$ cat config.mk
export PLATFORM = sky130hd
export DESIGN_NAME = tps_trace_port_ctrl
export DESIGN_NICKNAME = d
export VERILOG_FILES = /design/src/pkg/tps_pkg.sv /design/src/pkg/tps_reg_if.sv /design/src/hdl/tps_axil_slave.sv /design/src/hdl/tps_trace_port_ctrl.sv
export SDC_FILE = /design/constraint.sdc
export NUM_CORES = 1
export LEC_CHECK = 0
export ABC_AREA = 0
export BUFFER_PORTS_ARGS = -buffer_cell sky130_fd_sc_hd__buf_2
export CAP_MARGIN = 10
export CORE_MARGIN = 1.5
export CORE_UTILIZATION = 35
export CTS_CLUSTER_SIZE = 10
export DETAILED_ROUTE_END_ITERATION = 12
export SLEW_MARGIN = 40
export SYNTH_ARGS = -nofsm -noshare
export SYNTH_HDL_FRONTEND = slang
export SYNTH_SLANG_ARGS = --single-unit
$ cat constraint.sdc
create_clock -name aclk -period 1.55 [get_ports aclk]
set_input_delay 0.31 -clock aclk [delete_from_list [all_inputs] [get_ports aclk]]
set_output_delay 0.31 -clock aclk [all_outputs]
set_load 0.005 [all_outputs]
$ cat src/pkg/tps_pkg.sv
/*
 * Shared constants for the trace port control block: register map,
 * control field layout, reset values and port-width and format codes.
 * Assumes a 32-bit AXI4-Lite register bus with byte addresses.
 */
package tps_pkg;
    localparam int          AXI_AW         = 12;
    localparam int          STRAP_W        = 8;
    localparam int          PIPE_W         = 3;
    localparam int          PKT_W          = 16;
    localparam int          CTX_W          = 32;

    localparam logic [11:0] OFS_CTRL       = 12'h000;
    localparam logic [11:0] OFS_STRAPS     = 12'h004;
    localparam logic [11:0] OFS_CONTEXT    = 12'h008;

    localparam int          CTRL_EN_BIT    = 0;
    localparam int          CTRL_WIDTH_LSB = 4;
    localparam int          CTRL_HALF_BIT  = 8;
    localparam int          CTRL_FMT_LSB   = 16;
    localparam logic [31:0] CTRL_WMASK     = 32'h0003_0171;
    localparam logic [31:0] CTRL_RESET     = 32'h0000_0000;

    localparam logic [2:0]  WIDTH_4BIT     = 3'h0;
    localparam logic [2:0]  WIDTH_8BIT     = 3'h1;
    localparam logic [2:0]  WIDTH_16BIT    = 3'h2;
    localparam logic [1:0]  FMT_NORMAL     = 2'h0;
    localparam logic [1:0]  FMT_MUXED      = 2'h1;
    localparam logic [1:0]  FMT_DEMUXED    = 2'h2;

    localparam logic [1:0]  RESP_OKAY      = 2'h0;
    localparam logic [1:0]  RESP_SLVERR    = 2'h2;
endpackage

$ cat src/pkg/tps_reg_if.sv
/*
 * Internal register access path between the AXI4-Lite slave and the
 * trace port control core. Single clock; write is a one-cycle pulse,
 * read is a combinational lookup.
 */
`timescale 1ns/100ps
`default_nettype none
interface tps_reg_if;
    logic        wr_en;
    logic [11:0] wr_addr;
    logic [31:0] wr_data;
    logic [3:0]  wr_strb;
    logic        wr_err;
    logic [11:0] rd_addr;
    logic [31:0] rd_data;
    logic        rd_err;

    modport bus  (output wr_en, wr_addr, wr_data, wr_strb, rd_addr,
                  input  wr_err, rd_data, rd_err);
    modport regs (input  wr_en, wr_addr, wr_data, wr_strb, rd_addr,
                  output wr_err, rd_data, rd_err);
endinterface
`default_nettype wire

$ cat src/hdl/tps_axil_slave.sv
/*
 * AXI4-Lite slave front end for the trace port control registers.
 * Assumes one write and one read in flight at most; unmapped
 * addresses answer SLVERR, decided by the register core.
 */
`timescale 1ns/100ps
`default_nettype none
module tps_axil_slave
    import tps_pkg::*;
(
    input  wire logic              aclk,
    input  wire logic              aresetn,
    input  wire logic [AXI_AW-1:0] awaddr,
    input  wire logic              awvalid,
    output logic                   awready,
    input  wire logic [31:0]       wdata,
    input  wire logic [3:0]        wstrb,
    input  wire logic              wvalid,
    output logic                   wready,
    output logic [1:0]             bresp,
    output logic                   bvalid,
    input  wire logic              bready,
    input  wire logic [AXI_AW-1:0] araddr,
    input  wire logic              arvalid,
    output logic                   arready,
    output logic [31:0]            rdata,
    output logic [1:0]             rresp,
    output logic                   rvalid,
    input  wire logic              rready,
    tps_reg_if.bus                 rg
);
    typedef struct packed {
        logic        aw_got;
        logic        w_got;
        logic [11:0] addr;
        logic [31:0] data;
        logic [3:0]  strb;
        logic        bvalid;
        logic [1:0]  bresp;
        logic        rvalid;
        logic [31:0] rdata;
        logic [1:0]  rresp;
    } tps_axil_state_type;

    tps_axil_state_type q;
    tps_axil_state_type d;
    logic               wr_fire;

    assign awready    = !q.aw_got && !q.bvalid;
    assign wready     = !q.w_got && !q.bvalid;
    assign arready    = !q.rvalid;
    assign wr_fire    = q.aw_got && q.w_got;
    assign bvalid     = q.bvalid;
    assign bresp      = q.bresp;
    assign rvalid     = q.rvalid;
    assign rdata      = q.rdata;
    assign rresp      = q.rresp;
    assign rg.wr_en   = wr_fire;
    assign rg.wr_addr = q.addr;
    assign rg.wr_data = q.data;
    assign rg.wr_strb = q.strb;
    assign rg.rd_addr = araddr;

    always_comb begin
        d = q;
        if (awvalid && awready) begin
            d.aw_got = 1'b1;
            d.addr   = awaddr;
        end
        if (wvalid && wready) begin
            d.w_got = 1'b1;
            d.data  = wdata;
            d.strb  = wstrb;
        end
        // Address and data are both held: commit, then answer
        if (wr_fire) begin
            d.aw_got = 1'b0;
            d.w_got  = 1'b0;
            d.bvalid = 1'b1;
            d.bresp  = rg.wr_err ? RESP_SLVERR : RESP_OKAY;
        end
        if (q.bvalid && bready) begin
            d.bvalid = 1'b0;
        end
        if (arvalid && arready) begin
            d.rvalid = 1'b1;
            d.rdata  = rg.rd_data;
            d.rresp  = rg.rd_err ? RESP_SLVERR : RESP_OKAY;
        end
        if (q.rvalid && rready) begin
            d.rvalid = 1'b0;
        end
    end

    always_ff @(posedge aclk) begin
        if (!aresetn) begin
            q <= '0;
        end else begin
            q <= d;
        end
    end
endmodule
`default_nettype wire

$ cat src/hdl/tps_trace_port_ctrl.sv
/*
 * Trace port control core: capability straps, trace control register,
 * registered trace outputs and port configuration outputs for the
 * on-chip pin-sharing and trace clock logic.
 * Assumes trace data and context inputs are on aclk; straps are pins.
 */
`timescale 1ns/100ps
`default_nettype none
// Notes on behaviour
// - Eight strap pins are readable by software; the integrator ties them.
// - Trace status, sync and packet go out with enable, width and format.
// - After reset enable is low and width select is 000.
// - Enable and width change only on a trace control register write.
// - Half-rate enable output asks the system to halve the sample clock.
// - Format select copies control bits 17:16.
module tps_trace_port_ctrl
    import tps_pkg::*;
(
    input  wire logic              aclk,
    input  wire logic              aresetn,
    input  wire logic [AXI_AW-1:0] awaddr,
    input  wire logic              awvalid,
    output logic                   awready,
    input  wire logic [31:0]       wdata,
    input  wire logic [3:0]        wstrb,
    input  wire logic              wvalid,
    output logic                   wready,
    output logic [1:0]             bresp,
    output logic                   bvalid,
    input  wire logic              bready,
    input  wire logic [AXI_AW-1:0] araddr,
    input  wire logic              arvalid,
    output logic                   arready,
    output logic [31:0]            rdata,
    output logic [1:0]             rresp,
    output logic                   rvalid,
    input  wire logic              rready,
    input  wire logic [STRAP_W-1:0] capability_straps,
    input  wire logic [PIPE_W-1:0] pipeline_status_in,
    input  wire logic              trace_sync_in,
    input  wire logic [PKT_W-1:0]  trace_packet_in,
    input  wire logic [CTX_W-1:0]  context_id_in,
    input  wire logic              context_id_write,
    output logic [PIPE_W-1:0]      pipeline_status_out,
    output logic                   trace_sync_out,
    output logic [PKT_W-1:0]       trace_packet_out,
    output logic                   trace_port_enable,
    output logic [2:0]             port_width_select,
    output logic [1:0]             port_format_select,
    output logic                   half_rate_enable
);
    typedef struct packed {
        logic [STRAP_W-1:0] strap_meta;
        logic [STRAP_W-1:0] strap_sync;
        logic [31:0]        ctrl;
        logic [CTX_W-1:0]   ctx;
        logic [PIPE_W-1:0]  pipe;
        logic               sync;
        logic [PKT_W-1:0]   pkt;
    } tps_core_state_type;

    tps_core_state_type q;
    tps_core_state_type d;
    tps_reg_if          rg ();

    tps_axil_slave u_axil (
        .aclk    (aclk),
        .aresetn (aresetn),
        .awaddr  (awaddr),
        .awvalid (awvalid),
        .awready (awready),
        .wdata   (wdata),
        .wstrb   (wstrb),
        .wvalid  (wvalid),
        .wready  (wready),
        .bresp   (bresp),
        .bvalid  (bvalid),
        .bready  (bready),
        .araddr  (araddr),
        .arvalid (arvalid),
        .arready (arready),
        .rdata   (rdata),
        .rresp   (rresp),
        .rvalid  (rvalid),
        .rready  (rready),
        .rg      (rg.bus)
    );

    logic ctrl_write;
    assign ctrl_write = rg.wr_en && (rg.wr_addr == OFS_CTRL);

    assign trace_port_enable   = q.ctrl[CTRL_EN_BIT];
    assign port_width_select   = q.ctrl[CTRL_WIDTH_LSB +: 3];
    assign port_format_select  = q.ctrl[CTRL_FMT_LSB +: 2];
    assign half_rate_enable    = q.ctrl[CTRL_HALF_BIT];
    assign pipeline_status_out = q.pipe;
    assign trace_sync_out      = q.sync;
    assign trace_packet_out    = q.pkt;

    // Writes to read-only registers are ignored, unmapped ones refused
    assign rg.wr_err = !(rg.wr_addr == OFS_CTRL || rg.wr_addr == OFS_STRAPS
                         || rg.wr_addr == OFS_CONTEXT);

    always_comb begin
        rg.rd_data = 32'h0000_0000;
        rg.rd_err  = 1'b0;
        case (rg.rd_addr)
            OFS_CTRL: begin
                rg.rd_data = q.ctrl;
            end
            OFS_STRAPS: begin
                rg.rd_data = {24'h00_0000, q.strap_sync};
            end
            OFS_CONTEXT: begin
                rg.rd_data = q.ctx;
            end
            default: begin
                rg.rd_err = 1'b1;
            end
        endcase
    end

    always_comb begin
        d            = q;
        d.strap_meta = capability_straps;
        d.strap_sync = q.strap_meta;
        // only a control write moves enable and width
        if (ctrl_write) begin
            for (int i = 0; i < 4; i++) begin
                if (rg.wr_strb[i]) begin
                    d.ctrl[8*i +: 8] = (rg.wr_data[8*i +: 8] & CTRL_WMASK[8*i +: 8])
                                     | (q.ctrl[8*i +: 8] & ~CTRL_WMASK[8*i +: 8]);
                end
            end
        end
        // tied-low strobe leaves the capture at zero
        if (context_id_write) begin
            d.ctx = context_id_in;
        end
        // trace streams out while enabled, idle low otherwise
        if (q.ctrl[CTRL_EN_BIT]) begin
            d.pipe = pipeline_status_in;
            d.sync = trace_sync_in;
            d.pkt  = trace_packet_in;
        end else begin
            d.pipe = '0;
            d.sync = 1'b0;
            d.pkt  = '0;
        end
    end

    // reset disables port at 4-bit width
    always_ff @(posedge aclk) begin
        if (!aresetn) begin
            q      <= '0;
            q.ctrl <= CTRL_RESET;
        end else begin
            q <= d;
        end
    end
endmodule
`default_nettype wire

# ---- Word-level counts from Yosys, hierarchy flattened
# Index checks and enable logic that the tools add are counted.
dict set report totals {
  register_bits 165
  inputBits 128
  output_inout_bits 68
  word_cells 55
}
dict set report classes {
  n_reduce_logical 25
  bitwise_logic 4
  n_eq_ne 4
  mux 3
}
# cell n
set ops {}
lappend ops {{32-bit one-hot mux with 3 select lines} 1}
lappend ops {{12-bit by 3-bit == test with 1-bit output (second input constant)} 2}
lappend ops {{12-bit by 4-bit == test with 1-bit output (second input constant)} 2}
lappend ops {{12-bit zero test} 2}
lappend ops {{1-bit logical AND} 9}
lappend ops {{1-bit by 8-bit OR with 8-bit output} 1}
lappend ops {{2-bit by 8-bit OR with 8-bit output} 1}
lappend ops {{7-bit by 8-bit OR with 8-bit output} 1}
lappend ops {{2-bit AND reduction} 4}
lappend ops {{2-bit OR reduction} 3}
lappend ops {{1-bit zero test} 4}
lappend ops {{2-bit two-way mux} 2}
lappend ops {{3-bit OR reduction} 1}
lappend ops {{1-bit logical OR} 2}
lappend ops {{1-bit inverter} 1}

# ---- Depth between registers and ports, before layout
# Gate-level depths: netlist of run 1.
dict set report logic_depth {
  ltp_word 4
  mapped_depth 5
}

# ---- By module
# Synthesis of run 1 repeated with hierarchy kept, for this count alone.
dict set report hier_totals {
  cells_unflattened 787
  area_unflattened_um2 7096.8
}
# module cells_each seq_area_each_um2 area_per_inst_um2 n_inst
set modules_own_cells {}
lappend modules_own_cells {tps_axil_slave 479 1721.7 3902.5 1}
lappend modules_own_cells {tps_trace_port_ctrl 308 1501.4 3194.3 1}

# ---- Worst setup path after synthesis of run 1
# OpenSTA, ideal clock, no wires.
dict set report synth_path {
  kind {register to register}
  from {register u_axil.q (netlist bit u_axil.rvalid)}
  to {register u_axil.q (netlist bit u_axil.rdata[24])}
  arrival_time_ps 1238
  required_ps 1490
  setup_time_ps 60
  path_slack_ps 253
  path_stages_with_launch 6
  cell_sequence {dfxtp_1 nor4b_4 and4_1 buf_6 buf_8 a32o_2}
}
dict set report synth_via {
  elab_chain_len 2
}
# item line_no
set synth_lines {}
lappend synth_lines {{start: declaration} tps_axil_slave.sv:45} ;# tps_axil_state_type q;
lappend synth_lines {{start signal: assignment} tps_axil_slave.sv:97} ;# q <= '0;
lappend synth_lines {{start signal: assignment} tps_axil_slave.sv:99} ;# q <= d;
lappend synth_lines {{1-bit zero test} tps_axil_slave.sv:51} ;# assign arready = !q.rvalid;
lappend synth_lines {{1-bit logical AND} tps_axil_slave.sv:85} ;# if (arvalid && arready) begin
# Every way passes these cells.
# A chain may end at the register's enable or synchronous reset.

# ---- Final worst setup path of run 1
dict set report layout_path {
  from {register u_axil.q (netlist bit u_axil.rvalid)}
  to {register u_axil.q (netlist bit u_axil.rdata[30])}
}
# Same word-level chain as after synthesis.

==> results of run 1 <==
==> metal layers <==
| layer | part of all wire (%) | vias up | global-route usage (%) |
|---|---|---|---|
| li1 | - | 1914 | - |
| met1 | 44 | 1797 | 17.7 |
| met2 | 48 | 113 | 26.0 |
| met3 | 4.6 | 21 | 4.11 |
| met4 | 3.0 | 0 | 7.62 |
| met5 | 0 | - | 0 |
==> power groups by stage <==
stage          Sequential, mW  Clock [mW]  Combinational (mW)
5_1_grt                  3.67        4.16               0.633
3_3_place_gp             3.73           0               0.561
6_report                 3.66        3.88               0.572
2_1_floorplan            3.72           0               0.335
3_5_place_dp             3.73           0               0.579
4_1_cts                  3.66        3.99               0.581
==> synth_stat cells (all sizes together) <==
cell / count / area [µm²]
nand2b: 2 / 12.5
or2b: 1 / 7.51
dfxtp: 135 / 2700
nand4: 3 / 18.8
conb: 1 / 3.75
and4: 4 / 36.3
a22o: 7 / 61.3
a32o: 21 / 231
a222oi: 4 / 40.0
and4bb: 1 / 12.5
and3: 24 / 150
mux2: 8 / 90.1
and2: 16 / 100
nor3: 2 / 10.0
a211oi: 4 / 30.0
a31o: 4 / 35.0
nor4: 4 / 50.1
nor3b: 5 / 37.5
buf: 74 / 548
nor2b: 3 / 18.8
a21oi: 18 / 90.1
inv: 4 / 15.0
nand2: 45 / 169
or3b: 1 / 8.76
clkbuf: 18 / 67.6
mux2i: 49 / 490
nor2: 46 / 173
nor4b: 1 / 23.8
==> area by class of cell <==
cell class	count	area, µm²	share of cell area [%]
flip-flops and latches	135	2700	41.9
multi-input cells	275	1920	29.8
repair buffers	184	1000	15.5
clock buffers	17	425	6.59
well taps	184	230	3.57
clock inverters	15	155	2.40
inverters	4	15.0	0.233
diodes	1	2.50	0.0388
==> registers in the layout, indices dropped and copies added (netlist names), 2 cells and up <==
| name | cells |
|---|---|
| u_axil.rdata | 32 |
| u_axil.rg.wr_addr | 12 |
| trace_packet_out | 16 |
| pipeline_status_out | 3 |
| u_axil.rg.wr_data | 7 |
| d | 8 |
| port_format_select | 2 |
| u_axil.q | 2 |
| port_width_select | 3 |
| u_axil.rg.wr_strb | 3 |
| q | 40 |
==> per-stage QoR <==
stage / power, mW / setup slack, ns / cells / hold slack [ns] / util (%)
floorplan: 4.05 / 0.253 / 506 / 0.412 / -
global placement: 4.29 / -0.173 / 782 / 0.420 / 40.2
detailed placement: 4.31 / 0.0393 / 782 / 0.422 / 40.2
CTS: 8.23 / 0.0809 / 814 / 0.0834 / 44.2
global route: 8.47 / 0.00743 / 815 / 0.101 / 44.2
finish: 8.11 / 0.0702 / 815 / 0.104 / 44.2
==> worst paths after layout <==
kind              cells past startpoint                 start                to  slack (ns)
setup / recovery                      5         u_axil.rvalid  u_axil.rdata[30]        0.07
hold / removal                        2  capability_straps[6]             d[90]        0.10
setup reg to reg                      5         u_axil.rvalid  u_axil.rdata[30]        0.07
hold reg to reg                       1                 d[90]             q[90]        0.43
==> worst max-delay path, delay by kind of cell, from the launching register on <==
kind                   cells  cell delay (ns)
DFF                        1             0.31
AOI/OAI and AO/OA          1             0.18
and+or+nand+nor            2             0.59
buffers and inverters      2             0.33
==> placed cells by master, fill, tap and decap left out, types with 2 or more instances in the layout <==
master      instances
a222oi_1            4
and2_1             16
nor2_1             46
buf_2             167
clkinv_4            2
nand4_1             3
a32o_1              4
inv_6               2
clkbuf_16          17
dfxtp_1           135
a22o_1              7
nor4_2              4
inv_1               3
clkinvlp_4          6
bufinv_16           2
clkinv_2            3
nor3_1              2
buf_12              3
a31o_2              4
a211oi_1            4
mux2i_1            49
a21oi_1            17
and3_1             24
mux2_2              8
nor3b_1             4
nor2b_1             3
conb_1              2
nand2_1            45
a32o_2             17
and4_1              3
buf_4              14
==> cells by family after synthesis <==
group	after synthesis
other	1
and+or+nand+nor	158
AOI/OAI and AO/OA	58
buffers and inverters	96
muxes	57
DFF	135
==> flow_summary.yaml, run 1 <==
status:
  status: "complete, no violations"
detailed_routing:
  wl_per_cell_um: 14.5
  drc: 0
  dr.pass1.iters: 4
  routed_wl_um: 11800
  drtAntennaViolNets: 0
  via_per_inst: 4.72
  drtIter0Drc: 130
  vias: 3845
power:
  ir_worst_vdd_mv: 0.662
  swShare_pct: 23.1
  p_leak_nw: 3.17
  p_clk_share_pct: 47.9
  power_frac_comb_pct: 7.0
  powerDensity_mw_per_mm2: 1260
  power.switching_mw: 1.87
  seqPwrFrac_pct: 45.1
  p_int_mw: 6.24
cells_and_area:
  syn2layout_area_growth_pct: 23.3
  fillCellCount: 1413
  drive_gt1_share_pct: 40.8
  fin_area_mm2: 0.00645
  num-nets-final: 745
clock_network:
  cts_num_sinks: 135
  cts_root_buf: "clkbuf_16"
  cts_hold_buf: 0
  cts_tree: "yes"
  cts-resized-gates: 0
  clk_latency_ns: 0.41
  cts_max_path_buffers: 2
  clk_transition_reported_paths_ns: 0.06
  numCtsBuffers: 17
  post_cts.repair.setup_buffers: 0
  cts_max_level: 4
logic_synthesis:
  netlist_area_mm2: 0.00523
  synth_top_family_by_area: "simple AND/OR/NAND/NOR gates"
  synth_compound_area_share_pct: 9.32
  synthAdderAreaFrac_pct: 0
  ys_seq_area_share_pct: 51.6
  syn_avg_cell_area_um2: 10.4
  synth-simple-area-share_pct: 15.8
  yosys.area_share.xor_xnor_pct: 0
  yosysUniqueCellTypes: 34
  syn_inst: 505
  ys_warn_count: 0
  synth-seq-cells: 135
  synth_mux_area_share_pct: 11.1
floorplanning:
  core_area_mm2: 0.0146
  pin_count: 196
  rows: 44
  die_w_um: 125
  fp.dieArea_mm2: 0.0157
  start_util_pct: 35.9
  die_h_um: 125
place:
  dpl_cell_area_mm2: 0.00587
  place.gp.congestion: 0.761
  dpl.hpwl_um: 8290
  portBuffers: 167
timing:
  max_freq_mhz: 676
  rsz0062_at_grt: "no"
  tns_ns: 0
  period_share_pct: 95.5
  relSlewSlack_pct: 50.8
  report.final.slew_viol_count: 0
  finalCriticalPeriod_ns: 1.48
  tightestPinTransition_ns: 0.737
  setup_viol: 0
  skew_ns: 0.00471
  final-hold-violation-count: 0
worst_setup_path:
  crit_arrival_ns: 1.83
  crit_required_ns: 1.90
  crit_path_end_kind: "flip-flop"
  cp_cell_sequence: "buf_4 -> nor4b_4 -> and4_1 -> buf_12 -> a32o_2"
  worst_path_largest_cell_delay_ns: 0.31
  cp_slowest_cell: "dfxtp_1"
  critPathMaxFanout: 24
  worstSetupStartpointType: "flip-flop"
  critPathKind: "reg2reg"
global_route:
  gr-usage-all-layers_pct: 15.3
  grt_pass1_wl_um: 19000
  grt_max_degree: 65
  grt_pass1_vias: 3805
  grt.overflow.total: 0
  antenna_found_initial: 1
min_path:
  min_path_type: "in2reg"
run:
  maxCapViolations: 0
(Power assumes the default switching activity.)
==> run 2, diff against run 1 <==
--- a/config.mk
+++ b/config.mk
@@ -6,7 +6,7 @@
 export NUM_CORES = 1
 export LEC_CHECK = 0
 export ABC_AREA = 0
-export BUFFER_PORTS_ARGS = -buffer_cell sky130_fd_sc_hd__buf_2
+export BUFFER_PORTS_ARGS = -buffer_cell sky130_fd_sc_hd__buf_4
 export CAP_MARGIN = 10
 export CORE_MARGIN = 1.5
 export CORE_UTILIZATION = 35
==> flow_summary.yaml, run 2 (synthesized netlist as in run 1, its figures left out) <==
cells_and_area:
  final_common_cell: "buf_4"
  diodes: 0
  largest_reg_flops: 40
  multi_input_area_mm2: 0.00191
  fillCellCount: 1350
  syn2layout_area_growth_pct: 31.0
  drive_gt1_share_pct: 40.4
  register_area_mm2: 0.00270
  largest_register: "q"
  utilization_pct: 47.0
  num-nets-final: 743
  final_cell_mix: "178 x buf_4, 135 x dfxtp_1, 49 x mux2i_1, 46 x nor2_1, 45 x nand2_1"
detailed_routing:
  dr.pass1.iters: 4
  via_per_inst: 4.75
  drc: 0
  drtAntennaViolNets: 0
  routed_wl_um: 12000
  wl_per_cell_um: 14.7
  vias: 3859
  drtIter0Drc: 99
timing:
  report.final.slew_viol_count: 0
  finalCriticalPeriod_ns: 1.48
  setup_viol: 0
  tns_ns: 0
  final-hold-violation-count: 0
  skew_ns: 0.00826
  max_freq_mhz: 677
  rsz0062_at_grt: "no"
  fin_ws_ns: 0.0729
  period_share_pct: 95.3
worst_setup_path:
  critPathMaxFanout: 5
  rr_startpoint: "u_axil.rvalid"
  crit_required_ns: 1.24
  crit_path_end_kind: "output pin"
  worstSetupStartpointType: "flip-flop"
  r2r_end: "u_axil.rdata[14]"
  crit_path_start: "u_axil.bvalid"
  r2r_setup_slack_ns: 0.13
  rr_worst_depth: 4
  crit_arrival_ns: 1.17
  critPathKind: "reg2out"
  cp-endpoint: "awready"
clock_network:
  post_cts.repair.setup_buffers: 0
  cts_hold_buf: 0
  clk_transition_reported_paths_ns: 0.06
  cts-resized-gates: 0
  cts_root_buf: "clkbuf_16"
  cts_tree: "yes"
  cts_max_level: 4
  cts_num_sinks: 135
  numCtsBuffers: 17
  clk_latency_ns: 0.41
  cts_max_path_buffers: 2
global_route:
  gr-usage-all-layers_pct: 15.5
  grt_pass1_wl_um: 19100
  grt_pass1_vias: 3769
  grt_max_degree: 59
  antenna_found_initial: 0
  grt.overflow.total: 0
min_path:
  min_path_type: "in2reg"
  min_from: "capability_straps[0]"
floorplanning:
  core_area_mm2: 0.0146
  rows: 44
  die_w_um: 125
  pin_count: 196
  die_h_um: 125
  fp.dieArea_mm2: 0.0157
  start_util_pct: 35.9
place:
  place.gp.congestion: 0.775
  portBuffers: 167
  dp_slack_ns: 0.0282
  dpl.hpwl_um: 8460
run:
  maxCapViolations: 0
status:
  status: "complete, no violations"
power:
  p_leak_nw: 3.25
  powerDensity_mw_per_mm2: 1190
  ir_worst_vdd_mv: 0.687
## run 2: area by class of cell
class / instances / area share (%)
Clock buffer: 17 / 6.20
Multi-Input combinational cell: 275 / 27.9
Sequential cell: 135 / 39.4
Timing Repair Buffer: 182 / 20.7
Clock inverter: 15 / 2.24
Tap cell: 184 / 3.36
Inverter: 4 / 0.219
## run 2: worst max-delay path: stages (launching register included)
cell	delay [ns]
dfxtp_1	0.41
buf_4	0.16
nor2_1	0.04
buf_4	0.14
## run 2: layer usage
layer | track usage (%) | vias up | part of all wire, %
met5 | 0 | - | 0
met2 | 26.3 | 118 | 49
li1 | - | 1910 | -
met4 | 8.42 | 0 | 2.9
met1 | 17.9 | 1802 | 43
met3 | 4.19 | 29 | 4.6
## run 2: how the worst min path moves through the flow
| stage | to | slack (ns) | cells after the start |
|---|---|---|---|
| detailed placement | q[88] | 0.42 | 1 |
| floorplan | q[84] | 0.41 | 1 |
| CTS | d[84] | 0.08 | 2 |
| finish | d[84] | 0.10 | 2 |
| global placement | q[88] | 0.42 | 1 |
| global route | d[88] | 0.08 | 2 |
## run 2: power by group
| part | internal (mW) | switching [mW] | leakage (nW) |
|---|---|---|---|
| Combinational | 0.358 | 0.291 | 1.87 |
| Sequential | 3.59 | 0.0683 | 1.10 |
| Clock | 2.37 | 1.52 | 0.275 |
| Total | 6.32 | 1.88 | 3.25 |
## run 2: through the flow
stage                     instance area [µm²]  hold slack, ns  instances  power, mW
final                                    6860           0.101        812       8.19
after global routing                     6860          0.0824        812       8.53
after CTS                                6860          0.0765        812       8.31
after detailed placement                 6280           0.418        780       4.39
after global placement                   6280           0.418        780       4.37
after floorplan                          5240           0.412        506       4.05
==> run 3, diff against run 2 <==
--- a/config.mk
+++ b/config.mk
@@ -8,7 +8,7 @@
 export ABC_AREA = 0
 export BUFFER_PORTS_ARGS = -buffer_cell sky130_fd_sc_hd__buf_4
 export CAP_MARGIN = 10
-export CORE_MARGIN = 1.5
+export CORE_MARGIN = 2
 export CORE_UTILIZATION = 35
 export CTS_CLUSTER_SIZE = 10
 export DETAILED_ROUTE_END_ITERATION = 12
==> flow_summary.yaml, run 3 (synthesized netlist as in run 1, its figures left out) <==
status:
  status: "complete, no violations"
global_route:
  gr-usage-all-layers_pct: 15.5
  grt_pass1_wl_um: 19500
  grt_max_degree: 34
  antenna_found_initial: 0
  grt.overflow.total: 0
  grt_pass1_vias: 3894
detailed_routing:
  dr.pass1.iters: 4
  routed_wl_um: 12200
  wl_per_cell_um: 15.0
  drtIter0Drc: 164
  drtAntennaViolNets: 0
  vias: 3850
  drc: 0
  via_per_inst: 4.74
clock_network:
  clk_transition_reported_paths_ns: 0.06
  cts_max_level: 4
  numCtsBuffers: 17
  cts-resized-gates: 0
  cts_root_buf: "clkbuf_16"
  cts_hold_buf: 0
  cts_tree: "yes"
  post_cts.repair.setup_buffers: 0
  cts_num_sinks: 135
  cts_max_path_buffers: 2
  clk_latency_ns: 0.41
floorplanning:
  fp.dieArea_mm2: 0.0159
  core_area_mm2: 0.0146
  rows: 44
  die_w_um: 126
  pin_count: 196
  start_util_pct: 35.9
  die_h_um: 126
cells_and_area:
  diodes: 0
  drive_gt1_share_pct: 40.4
  largest_register: "q"
  syn2layout_area_growth_pct: 31.6
  largest_reg_flops: 40
  fillCellCount: 1386
  utilization_pct: 47.2
  num-nets-final: 744
  final_cell_mix: "181 x buf_4, 135 x dfxtp_1, 49 x mux2i_1, 46 x nor2_1, 45 x nand2_1"
  final_common_cell: "buf_4"
worst_setup_path:
  cp_cell_sequence: "inv_1 -> buf_4"
  crit_required_ns: 1.24
  critPathMaxFanout: 5
  critPathBufInv: 2
  crit_path_end_kind: "output pin"
  worstSetupStartpointType: "flip-flop"
  r2r_setup_slack_ns: 0.13
  crit_family: "flip-flops"
  worst_path_largest_cell_delay_ns: 0.44
  cp_slowest_cell: "dfxtp_1"
  crit_arrival_ns: 1.12
  critPathKind: "reg2out"
timing:
  final-hold-violation-count: 0
  skew_ns: 0.00532
  fin_ws_ns: 0.117
  max_freq_mhz: 698
  report.final.slew_viol_count: 0
  setup_viol: 0
  tns_ns: 0
  rsz0062_at_grt: "no"
  finalCriticalPeriod_ns: 1.43
  period_share_pct: 92.5
run:
  maxCapViolations: 0
min_path:
  min_path_type: "in2reg"
power:
  ir_worst_vdd_mv: 0.647
  p_leak_nw: 3.27
  powerDensity_mw_per_mm2: 1240
place:
  portBuffers: 167
  dp_slack_ns: 0.0335
  place.gp.congestion: 0.788
  dpl.hpwl_um: 8750
==> run 3: per-layer routing <==
metal	track usage, %	vias up	share of wire, %
met5	0	-	0
met4	7.82	0	2.1
met3	3.91	17	5.2
met2	26.0	111	49
met1	18.5	1806	44
li1	-	1916	-
==> run 3: where the power goes <==
group          switching (mW)  total [mW]  internal [mW]
sequential             0.0699        3.66           3.59
combinational           0.287       0.639          0.352
clock                    1.54        4.25           2.71
==> run 3: worst reg2reg max path: stages, from the launching register on <==
cell	delay, ns
dfxtp_1	0.37
nor4b_4	0.31
and4_1	0.30
buf_12	0.20
a32o_2	0.19
==> run 3: layout make-up <==
cell class	count	area (µm²)	area share [%]
Multi-Input combinational cell	275	1910	27.8
Tap cell	184	230	3.34
Clock inverter	14	196	2.85
Inverter	4	15.0	0.218
Sequential cell	135	2700	39.3
Timing Repair Buffer	183	1400	20.3
Clock buffer	18	429	6.23
==> run 3: final timing paths <==
kind	startpoint	end	cells past startpoint
max reg2reg	u_axil.rvalid	u_axil.rdata[29]	4
max	u_axil.rvalid	arready	2
min	capability_straps[5]	d[89]	2
min reg2reg	d[84]	q[84]	1
==> run 3: stage by stage <==
stage                     hold slack (ns)  instance area [µm²]  instances  power (mW)
after floorplan                     0.412                 5240        506        4.05
after global placement              0.419                 6260        781        4.36
after detailed placement            0.418                 6260        781        4.38
after CTS                          0.0771                 6890        813        8.65
after global routing               0.0744                 6890        813        8.89
final                              0.0993                 6890        813        8.55
